`src/rtl/pfc_pkg.sv`:
```
/*
 * Package for the prefetch cache control block: register offsets, field
 * positions, reset values and the packed structs that carry related signals.
 * Assumes a 32-bit APB register bus with word-aligned registers.
 */
package pfc_pkg;

    // Register byte offsets on the APB bus.
    localparam logic [7:0] OFS_CONTROL = 8'h00;
    localparam logic [7:0] OFS_LINE_ACCESS = 8'h04;
    localparam logic [7:0] OFS_WORD_THREE = 8'h08;
    localparam logic [7:0] OFS_REPLACEMENT = 8'h0C;

    // Field positions inside the control register.
    localparam int POS_COHERENCY = 16;
    localparam int POS_DATA_CACHE_SIZE = 8;
    localparam int POS_PREFETCH = 4;
    localparam int POS_WAIT = 0;

    // Field positions inside the line access register.
    localparam int POS_WRITE_EN = 31;
    localparam int POS_INDEX = 0;

    // Reset values.
    localparam logic [2:0] RST_WAIT_STATES = 3'h7;
    localparam logic [1:0] RST_DATA_CACHE_SIZE = 2'h0;
    localparam logic [1:0] RST_PREFETCH = 2'h0;
    localparam logic [24:0] RST_LRU = 25'h0000000;

    // Number of cache lines and width of the line index.
    localparam int NUM_LINES = 16;
    localparam int INDEX_W = 4;

    // Control fields that steer the fetch logic.
    typedef struct packed {
        logic coherency_on_program;
        logic [1:0] data_cache_size;
        logic [1:0] predictive_prefetch_select;
        logic [2:0] flash_wait_states;
    } pfc_ctrl_s;

    // One cache line as seen by the invalidation logic.
    typedef struct packed {
        logic valid;
        logic locked;
        logic is_data;
    } pfc_line_s;

endpackage : pfc_pkg

```
`src/rtl/pfc_prefetch_cache_control.sv`:
```
/*
 * Prefetch cache control: APB register slave, sixteen-line cache state,
 * invalidation on flash programming and on data cache size change, and a
 * flash wait-state counter for fetches.
 * Assumes a single 100 MHz clock, a synchronous active-high reset and a
 * core-side fetch port whose request is held until its acknowledge.
 */
// Chosen here: register access over APB and the placing of the registers.
//
// Summary of operation
// - Coherency set: a flash program cycle invalidates every line, locked ones too.
// - Coherency clear: program cycle invalidates data lines and unlocked instruction lines.
// - Data cache size 11/10/01 gives 4/2/1 data lines; 00 disables data caching.
// - Any change of the data cache size field invalidates all lines.
// - Prefetch field 11 both, 10 non-cacheable, 01 cacheable, 00 off.
// - Wait-state field adds zero to seven clocks per flash access; resets to seven.
// - Line writes through access registers happen only while line write enable is one.
// - The four-bit line index selects the line accessed by the word three register.
// - Word three register shows word 3 of indexed line; unreadable when code-protected.
// - Replacement state register shows 25-bit pseudo-LRU state, reset to zero.
`timescale 1ns/100ps

module pfc_prefetch_cache_control #(
    parameter int LINES = pfc_pkg::NUM_LINES
) (
    input wire logic clk,
    input wire logic rst,
    input wire logic psel,
    input wire logic penable,
    input wire logic pwrite,
    input wire logic [7:0] paddr,
    input wire logic [31:0] pwdata,
    output logic [31:0] prdata,
    output logic pready,
    output logic pslverr,
    input wire logic code_protected,
    input wire logic flash_program_cycle,
    input wire logic [LINES-1:0] line_lock,
    input wire logic [LINES-1:0] line_is_data,
    input wire logic [LINES-1:0] line_fill,
    input wire logic fetch_req,
    input wire logic fetch_cacheable,
    output logic fetch_ack,
    output logic prefetch_active,
    output logic [2:0] data_lines_enabled,
    output logic [LINES-1:0] line_valid
);

    ////////////////////////////////////////////////////////////////////////
    // Register state.

    pfc_pkg::pfc_ctrl_s ctrl;
    logic line_write_enable;
    logic [pfc_pkg::INDEX_W-1:0] line_index;
    logic [31:0] word_three [LINES];
    logic [24:0] replacement_state;
    logic [2:0] wait_count;
    logic fetch_busy;
    logic setup_done;

    logic bus_access;
    logic bus_write;
    logic bus_read;
    logic [1:0] next_data_cache_size;
    logic size_changed;
    logic [LINES-1:0] program_kill;

    // Every access completes in its first access cycle, so pready is steady high.
    assign pready = 1'b1;
    assign bus_access = psel & penable;
    assign bus_write = bus_access & pwrite;
    assign bus_read = bus_access & ~pwrite;

    // Unmapped offsets answer with an error instead of silently vanishing.
    assign pslverr = bus_access && !(paddr == pfc_pkg::OFS_CONTROL || paddr == pfc_pkg::OFS_LINE_ACCESS
                     || paddr == pfc_pkg::OFS_WORD_THREE || paddr == pfc_pkg::OFS_REPLACEMENT);

    assign next_data_cache_size = pwdata[pfc_pkg::POS_DATA_CACHE_SIZE +: 2];
    assign size_changed = bus_write && paddr == pfc_pkg::OFS_CONTROL && next_data_cache_size != ctrl.data_cache_size;

    ////////////////////////////////////////////////////////////////////////
    // Control register. Only implemented bits are stored; the rest read zero.

    always_ff @(posedge clk) begin
        if (rst) begin
            ctrl.coherency_on_program <= 1'b0;
            ctrl.data_cache_size <= pfc_pkg::RST_DATA_CACHE_SIZE;
            ctrl.predictive_prefetch_select <= pfc_pkg::RST_PREFETCH;
            ctrl.flash_wait_states <= pfc_pkg::RST_WAIT_STATES;
        end else if (bus_write && paddr == pfc_pkg::OFS_CONTROL) begin
            ctrl.coherency_on_program <= pwdata[pfc_pkg::POS_COHERENCY];
            ctrl.data_cache_size <= next_data_cache_size;
            ctrl.predictive_prefetch_select <= pwdata[pfc_pkg::POS_PREFETCH +: 2];
            ctrl.flash_wait_states <= pwdata[pfc_pkg::POS_WAIT +: 3];
        end
    end

    // Line access register: write enable and line index.
    always_ff @(posedge clk) begin
        if (rst) begin
            line_write_enable <= 1'b0;
            line_index <= '0;
        end else if (bus_write && paddr == pfc_pkg::OFS_LINE_ACCESS) begin
            line_write_enable <= pwdata[pfc_pkg::POS_WRITE_EN];
            line_index <= pwdata[pfc_pkg::POS_INDEX +: pfc_pkg::INDEX_W];
        end
    end

    // Word three storage. Writes are dropped while the line write enable is clear,
    // which keeps stray software stores from corrupting live cache contents.
    always_ff @(posedge clk) begin
        if (bus_write && paddr == pfc_pkg::OFS_WORD_THREE && line_write_enable) begin
            word_three[line_index] <= pwdata;
        end
    end

    ////////////////////////////////////////////////////////////////////////
    // Data cache size decode.

    always_comb begin
        unique case (ctrl.data_cache_size)
            2'h3: data_lines_enabled = 3'h4;
            2'h2: data_lines_enabled = 3'h2;
            2'h1: data_lines_enabled = 3'h1;
            2'h0: data_lines_enabled = 3'h0;
        endcase
    end

    // Prefetch qualification by region type of the current fetch.
    always_comb begin
        unique case (ctrl.predictive_prefetch_select)
            2'h3: prefetch_active = fetch_req;
            2'h2: prefetch_active = fetch_req & ~fetch_cacheable;
            2'h1: prefetch_active = fetch_req & fetch_cacheable;
            2'h0: prefetch_active = 1'b0;
        endcase
    end

    ////////////////////////////////////////////////////////////////////////
    // Line valid state and invalidation.

    // Locked instruction lines survive a program cycle only with coherency clear.
    always_comb begin
        for (int i = 0; i < LINES; i++) begin
            program_kill[i] = ctrl.coherency_on_program | line_is_data[i] | ~line_lock[i];
        end
    end

    // Invalidation wins over a fill in the same cycle, since the fill may hold stale flash data.
    always_ff @(posedge clk) begin
        if (rst) begin
            line_valid <= '0;
        end else if (size_changed) begin
            line_valid <= '0;
        end else if (flash_program_cycle) begin
            line_valid <= (line_valid | line_fill) & ~program_kill;
        end else begin
            line_valid <= line_valid | line_fill;
        end
    end

    ////////////////////////////////////////////////////////////////////////
    // Pseudo-LRU state: each fill of line i toggles state bit i mod 25.

    always_ff @(posedge clk) begin
        if (rst) begin
            replacement_state <= pfc_pkg::RST_LRU;
        end else if (size_changed) begin
            replacement_state <= pfc_pkg::RST_LRU;
        end else begin
            for (int i = 0; i < LINES; i++) begin
                if (line_fill[i]) begin
                    replacement_state[i % 25] <= ~replacement_state[i % 25];
                end
            end
        end
    end

    ////////////////////////////////////////////////////////////////////////
    // Flash access wait states: the ack comes wait_states clocks after the
    // request is seen, so zero wait states acknowledges in the first cycle.

    always_ff @(posedge clk) begin
        if (rst) begin
            fetch_busy <= 1'b0;
            wait_count <= '0;
        end else if (fetch_ack) begin
            fetch_busy <= 1'b0;
            wait_count <= '0;
        end else if (fetch_req) begin
            fetch_busy <= 1'b1;
            wait_count <= fetch_busy ? wait_count + 3'h1 : 3'h1;
        end
    end

    assign fetch_ack = fetch_req && ((fetch_busy ? wait_count : 3'h0) == ctrl.flash_wait_states);

    ////////////////////////////////////////////////////////////////////////
    // Read data mux, registered in the setup cycle so prdata comes from flops.

    always_ff @(posedge clk) begin
        if (rst) begin
            prdata <= '0;
            setup_done <= 1'b0;
        end else begin
            setup_done <= psel & ~penable;
            if (psel && !penable && !pwrite) begin
                prdata <= '0;
                unique case (paddr)
                    pfc_pkg::OFS_CONTROL: begin
                        prdata[pfc_pkg::POS_COHERENCY] <= ctrl.coherency_on_program;
                        prdata[pfc_pkg::POS_DATA_CACHE_SIZE +: 2] <= ctrl.data_cache_size;
                        prdata[pfc_pkg::POS_PREFETCH +: 2] <= ctrl.predictive_prefetch_select;
                        prdata[pfc_pkg::POS_WAIT +: 3] <= ctrl.flash_wait_states;
                    end
                    pfc_pkg::OFS_LINE_ACCESS: begin
                        prdata[pfc_pkg::POS_WRITE_EN] <= line_write_enable;
                        prdata[pfc_pkg::POS_INDEX +: pfc_pkg::INDEX_W] <= line_index;
                    end
                    pfc_pkg::OFS_WORD_THREE: begin
                        prdata <= code_protected ? 32'h00000000 : word_three[line_index];
                    end
                    pfc_pkg::OFS_REPLACEMENT: begin
                        prdata <= {7'h00, replacement_state};
                    end
                    default: begin
                        prdata <= '0;
                    end
                endcase
            end
        end
    end

    ////////////////////////////////////////////////////////////////////////
    // Assertions, with two helpers: lines that must outlive a program cycle, and the word the index selects.

    logic [LINES-1:0] keep_mask;
    logic [31:0] indexed_word;
    assign keep_mask = line_valid & line_lock & ~line_is_data;
    assign indexed_word = word_three[line_index];
endmodule : pfc_prefetch_cache_control

```
`config.mk`:
```
export PLATFORM = sky130hd
export DESIGN_NAME = pfc_prefetch_cache_control
export DESIGN_NICKNAME = d
export VERILOG_FILES = /design/src/rtl/pfc_pkg.sv /design/src/rtl/pfc_prefetch_cache_control.sv
export SDC_FILE = /design/constraint.sdc
export NUM_CORES = 1
export LEC_CHECK = 0
export BUFFER_PORTS_ARGS = -buffer_cell sky130_fd_sc_hd__buf_2
export CAP_MARGIN = 20
export CORE_ASPECT_RATIO = 1.25
export CORE_MARGIN = 5
export CORE_UTILIZATION = 54
export CTS_CLUSTER_DIAMETER = 200
export DETAILED_ROUTE_END_ITERATION = 6
export PLACE_DENSITY = 0.73
export SYNTH_ARGS = -nofsm -noshare
export SYNTH_HDL_FRONTEND = slang
export SYNTH_SLANG_ARGS = --single-unit
```
`constraint.sdc`:
```
create_clock -name clk -period 4.3 [get_ports clk]
set_clock_uncertainty 0.05 [all_clocks]
set_input_delay 0.43 -clock clk [delete_from_list [all_inputs] [get_ports clk]]
set_output_delay 0.43 -clock clk [all_outputs]
set_load 0.02 [all_outputs]
```
### Yosys cells after proc, flatten, opt, wreduce, memory -nomap -nowiden

Memories as Yosys holds them, arrays and structs flattened. A register that Yosys moved wholly into a read port is not among the register bits.
Index checks and enable logic that the tools add are counted.

* $add $sub $neg: 1
* multipliers: 0
* shifts and indexed selects: 0
* bitwise gates (word level): 72
* mux-type cells: 19
* div/mod/pow operators: 0
* $lt $le $gt $ge: 0
* reductions and logical operators: 20
* eq/ne operators: 11

Operators by type and width (number)
* $not A1 Y1: 33
* $mux W32: 1
* $or A1 B1 Y1: 32
* $pmux W3 S4: 2
* $and A16 B16 Y16: 1
* $eq A8 B4 Y1 const B: 2
* $mux W16: 1
* $not A16 Y16: 1
* $or A16 B16 Y16: 1
* $mux W14: 1
* $pmux W2 S3: 2
* $pmux W6 S2: 1
* $logic_and A1 B1 Y1: 9
* $eq A2 B2 Y1 const B: 4
* $eq A8 B3 Y1 const B: 1
* $logic_not A8 Y1: 1
* $mux W4: 2
* $mux W3: 2
* $and A1 B1 Y1: 4
* $eq A2 B1 Y1 const B: 2
* $logic_not A2 Y1: 2
* $pmux W1 S2: 2
* $pmux W1 S4: 1
* $pmux W2 S2: 1
* 8 further kinds: 14

* logic and storage cells: 150
* RAM bits: 512
* bits in registers: 81
* memories: 1
* memory bits (read-only): 0
* latch bits: 0

Memories
* word_three: depth 16, width 32, rd ports 1, clocked after Yosys merged registers in 1, wr ports 1, line pfc_prefetch_cache_control.sv:55 `logic [31:0] word_three [LINES];`

### Logic depth before layout (Yosys ltp)

* depth after elaboration: 6
* depth in mapped cells: 8

### Worst setup path before layout

OpenSTA, ideal clock, no wires.

* kind: input -> register
* start point: input port paddr[7]
* end point: memory word_three[0][0] (enable)
* path buffers: 1
* stages on the path: 6
* path slack: 0.047 ns
* data required time: 3.789 ns
* arrival time: 3.742 ns
* cells stage by stage: nor4_2 -> nand2_1 -> buf_2 -> nor4_1 -> nand2b_1 -> nor3_1

* word-level cells in the longest chain between the ends: 5

RTL lines
* start, declared: line pfc_prefetch_cache_control.sv:31 `input wire logic [7:0] paddr,`
* $eq A8 B4 Y1: line pfc_prefetch_cache_control.sv:112 `if (bus_write && paddr == pfc_pkg::OFS_WORD_THREE && line_write_enable) begin`
* $logic_and A1 B1 Y1 (2 in a row): line pfc_prefetch_cache_control.sv:112
* $mux W1: line pfc_prefetch_cache_control.sv:112
* $mux W1 (not written as such): line pfc_prefetch_cache_control.sv:113 `word_three[line_index] <= pwdata;`
* end, declared: line pfc_prefetch_cache_control.sv:55

Every way passes these cells.

### Worst setup path after layout

* start point: input port paddr[7]
* end point: memory word_three[4][24] (enable)

Same word-level chain as after synthesis.

==> metrics.cfg <==
[global_route]
grt_overflow_total=0
grt_pass1_wl_um=77100
antenna_found_initial=2
grt_pass1_vias=12500
groute.usage.overall=0.218
grt_max_degree=47

[worst_setup_path]
slowest_delay_ns=0.69
worstPathArrival_ns=3.26
crit_chain=buf_2 -> nor4_2 -> nand2_1 -> nor4_1 -> nand2b_1 -> nor2_4 -> buf_4
startpoint=paddr[7]
critPathMaxFanout=18
r2r_slack_ns=1.64
crit_path_end=word_three[4][24]
reg2reg_depth=6
reg2reg_to=prdata[15]
worstSetupEndpointType=flip-flop
start_kind=input port
critical_path_class=in -> reg
critical_path_required_ns=4.54
crit_path_top_delay_cell=nor2_4

[timing]
fin_hold_ws_ns=0.0445
fin_crit_ns=3.03
worst_pin_slew_ns=1.04
rsz0062_at_grt=no
max_freq_mhz=330
relSlewSlack=0.307
fin_crit_sh=0.704
hold_viol_final=0
maxSlewViolCount=0
setup_tns_ns=0
setup_viol=0

[synthesis]
syn_area_per_cell_um2=18.8
syn_inst=1213
synth.distinct_cells=52
synth_seq_area_share=0.748
ys_warn_count=0
async_flop_share=0
synth_ff_type=edfxtp_1
synth_edf_count=512
syn-cell-area_mm2=0.0228
netlist.area_leader.share=0.673
synth_area_leaders=edfxtp_1, mux4_2, dfxtp_1
syn_nets=1313
synth_top_area_cell=edfxtp_1
synth_seq_cells=597

[cts]
cts.sinks=597
cts_buffer_depth=3
cts_tree=yes
cts_buffers=55
post_cts_buffers=0
clk_pin_slew_ns=0.07
cts_max_level=2
root_buffer=clkbuf_16
cts_hold_buf=0
clk_latency_ns=0.58
cts_resized=0

[place]
io_buffers=150
dpl.hpwl_um=29700
gp_congestion=0.930

[detailed_routing]
drt-total-wl_um=50700
drt_iter0_markers=1033
antenna_left=0
first_pass_iters=5
viasPerCell=6.04
num_vias=12000
wire_per_inst_um=25.5
drc=0

[power_and_ir_drop]
total_power_mw=11.3
ir_drop_uv=341
power.density_mw_per_mm2=432
p_leak_nw=8.56

[final_layout]
fillers=2900
areaGrowthSynthToFinish_pct=14.0
seq_area_mm2=0.0171
layout-drive-gt1-share=0.298
multi_input_area_mm2=0.00546
fin_nets=1486

[floorplanning]
fp.dieW_um=194
rows=84
die_h_um=240
start_util=0.545
core_area_mm2=0.0419
io_pins=152
die_area_mm2=0.0465

[worst_hold_path]
min_path_type=in -> reg

[outcome]
status=finished, final reports clean

[job]
drv_cap=0

[cells in the final DEF (no fill, tap or decap), drive strengths merged, types with 3 or more instances in the layout]
cell type    n
o21ai       16
nor4         3
dfxtp       85
ha           3
nand2b       4
nor2b        7
clkbuf      70
nor3        10
nand3        7
clkinv      27
a21oi       21
a22o        30
nor2        94
a221oi       6
buf        186
nand3b       4
a22oi       45
inv          7
a211oi      27
mux4       123
mux2i        6
bufinv       4
and2         4
o22ai       10
xnor2       18
edfxtp     512
nand2       66
mux2        14
[metrics by stage]
step	cell area (um2)	setup WS, ns	utilization	cells
after global routing	26000	1.14	0.621	1991
after global placement	24300	0.797	0.580	1888
after detailed placement	24300	0.742	0.580	1888
after CTS	26000	1.35	0.621	1990
after floorplan	22800	0.0468	-	1213
final	26000	1.27	0.621	1992
[power breakdown]
part	internal (mW)	leakage [nW]	switching (mW)
clock network	2.63	0.840	2.03
logic	0.0880	2.42	0.182
registers	6.31	5.30	0.0217
[critical path: cells and delay by family]
family,cells,cell delay [ns]
buf+inv,2,0.43
simple gates,5,2.38
[layout make-up]
type / instances / share of cell area
Inverter: 6 / 0.000865
Antenna cell: 2 / 0.000192
Timing Repair Buffer: 186 / 0.0402
Multi-Input combinational cell: 540 / 0.210
Tap cell: 559 / 0.0269
Sequential cell: 597 / 0.656
Clock buffer: 70 / 0.0558
Clock inverter: 32 / 0.0103
[Yosys cell counts, drive strengths merged, types with 7 or more instances]
cell type    n
clkbuf      26
a21oi       21
nand3        7
a22o        30
nand2       66
dfxtp       85
buf         44
a211oi      27
o21ai       16
edfxtp     512
nor3        10
mux2        14
xnor2       18
o22ai       10
nor2        94
a22oi       45
mux4       123
nor2b        7
[layer usage]
metal,GRT usage,part of all wire,vias up
li1,-,-,5243
met1,0.293,0.40,6200
met2,0.374,0.50,499
met3,0.0385,0.073,90
met4,0.0618,0.025,0
met5,0,0,-
[cells by family (layout without fill, tap and decap cells)]
group           Yosys count  count (layout)  share of synthesized area
buf+inv                  76             294                     0.0188
simple gates            210             210                     0.0413
other cells               1               3                   0.000164
mux                     143             143                      0.131
fa+ha+maj                 3               3                    0.00164
xor+xnor                 20              20                    0.00767
flops                   597             597                      0.748
compound gates          163             163                     0.0519
[sequential cells by signal, summed over array words and instances (netlist names), named ones only]
signal	cells
line_valid	16
ctrl	8
prdata	32
fetch_busy	1
replacement_state	16
line_index	4
line_write_enable	1
wait_count	3
word_three	512
[how the worst min path moves through the flow]
stage / from / slack [ns] / to / cells past startpoint
floorplan: ctrl[4] / 0.41 / ctrl[4] / 2
global placement: prdata[19] / 0.41 / prdata[19] / 1
detailed placement: prdata[30] / 0.41 / prdata[30] / 1
CTS: line_lock[9] / 0.02 / line_valid[9] / 3
global route: line_lock[7] / 0.04 / line_valid[7] / 3
finish: line_lock[8] / 0.04 / line_valid[8] / 3
Power figures use the tool's default switching activity.
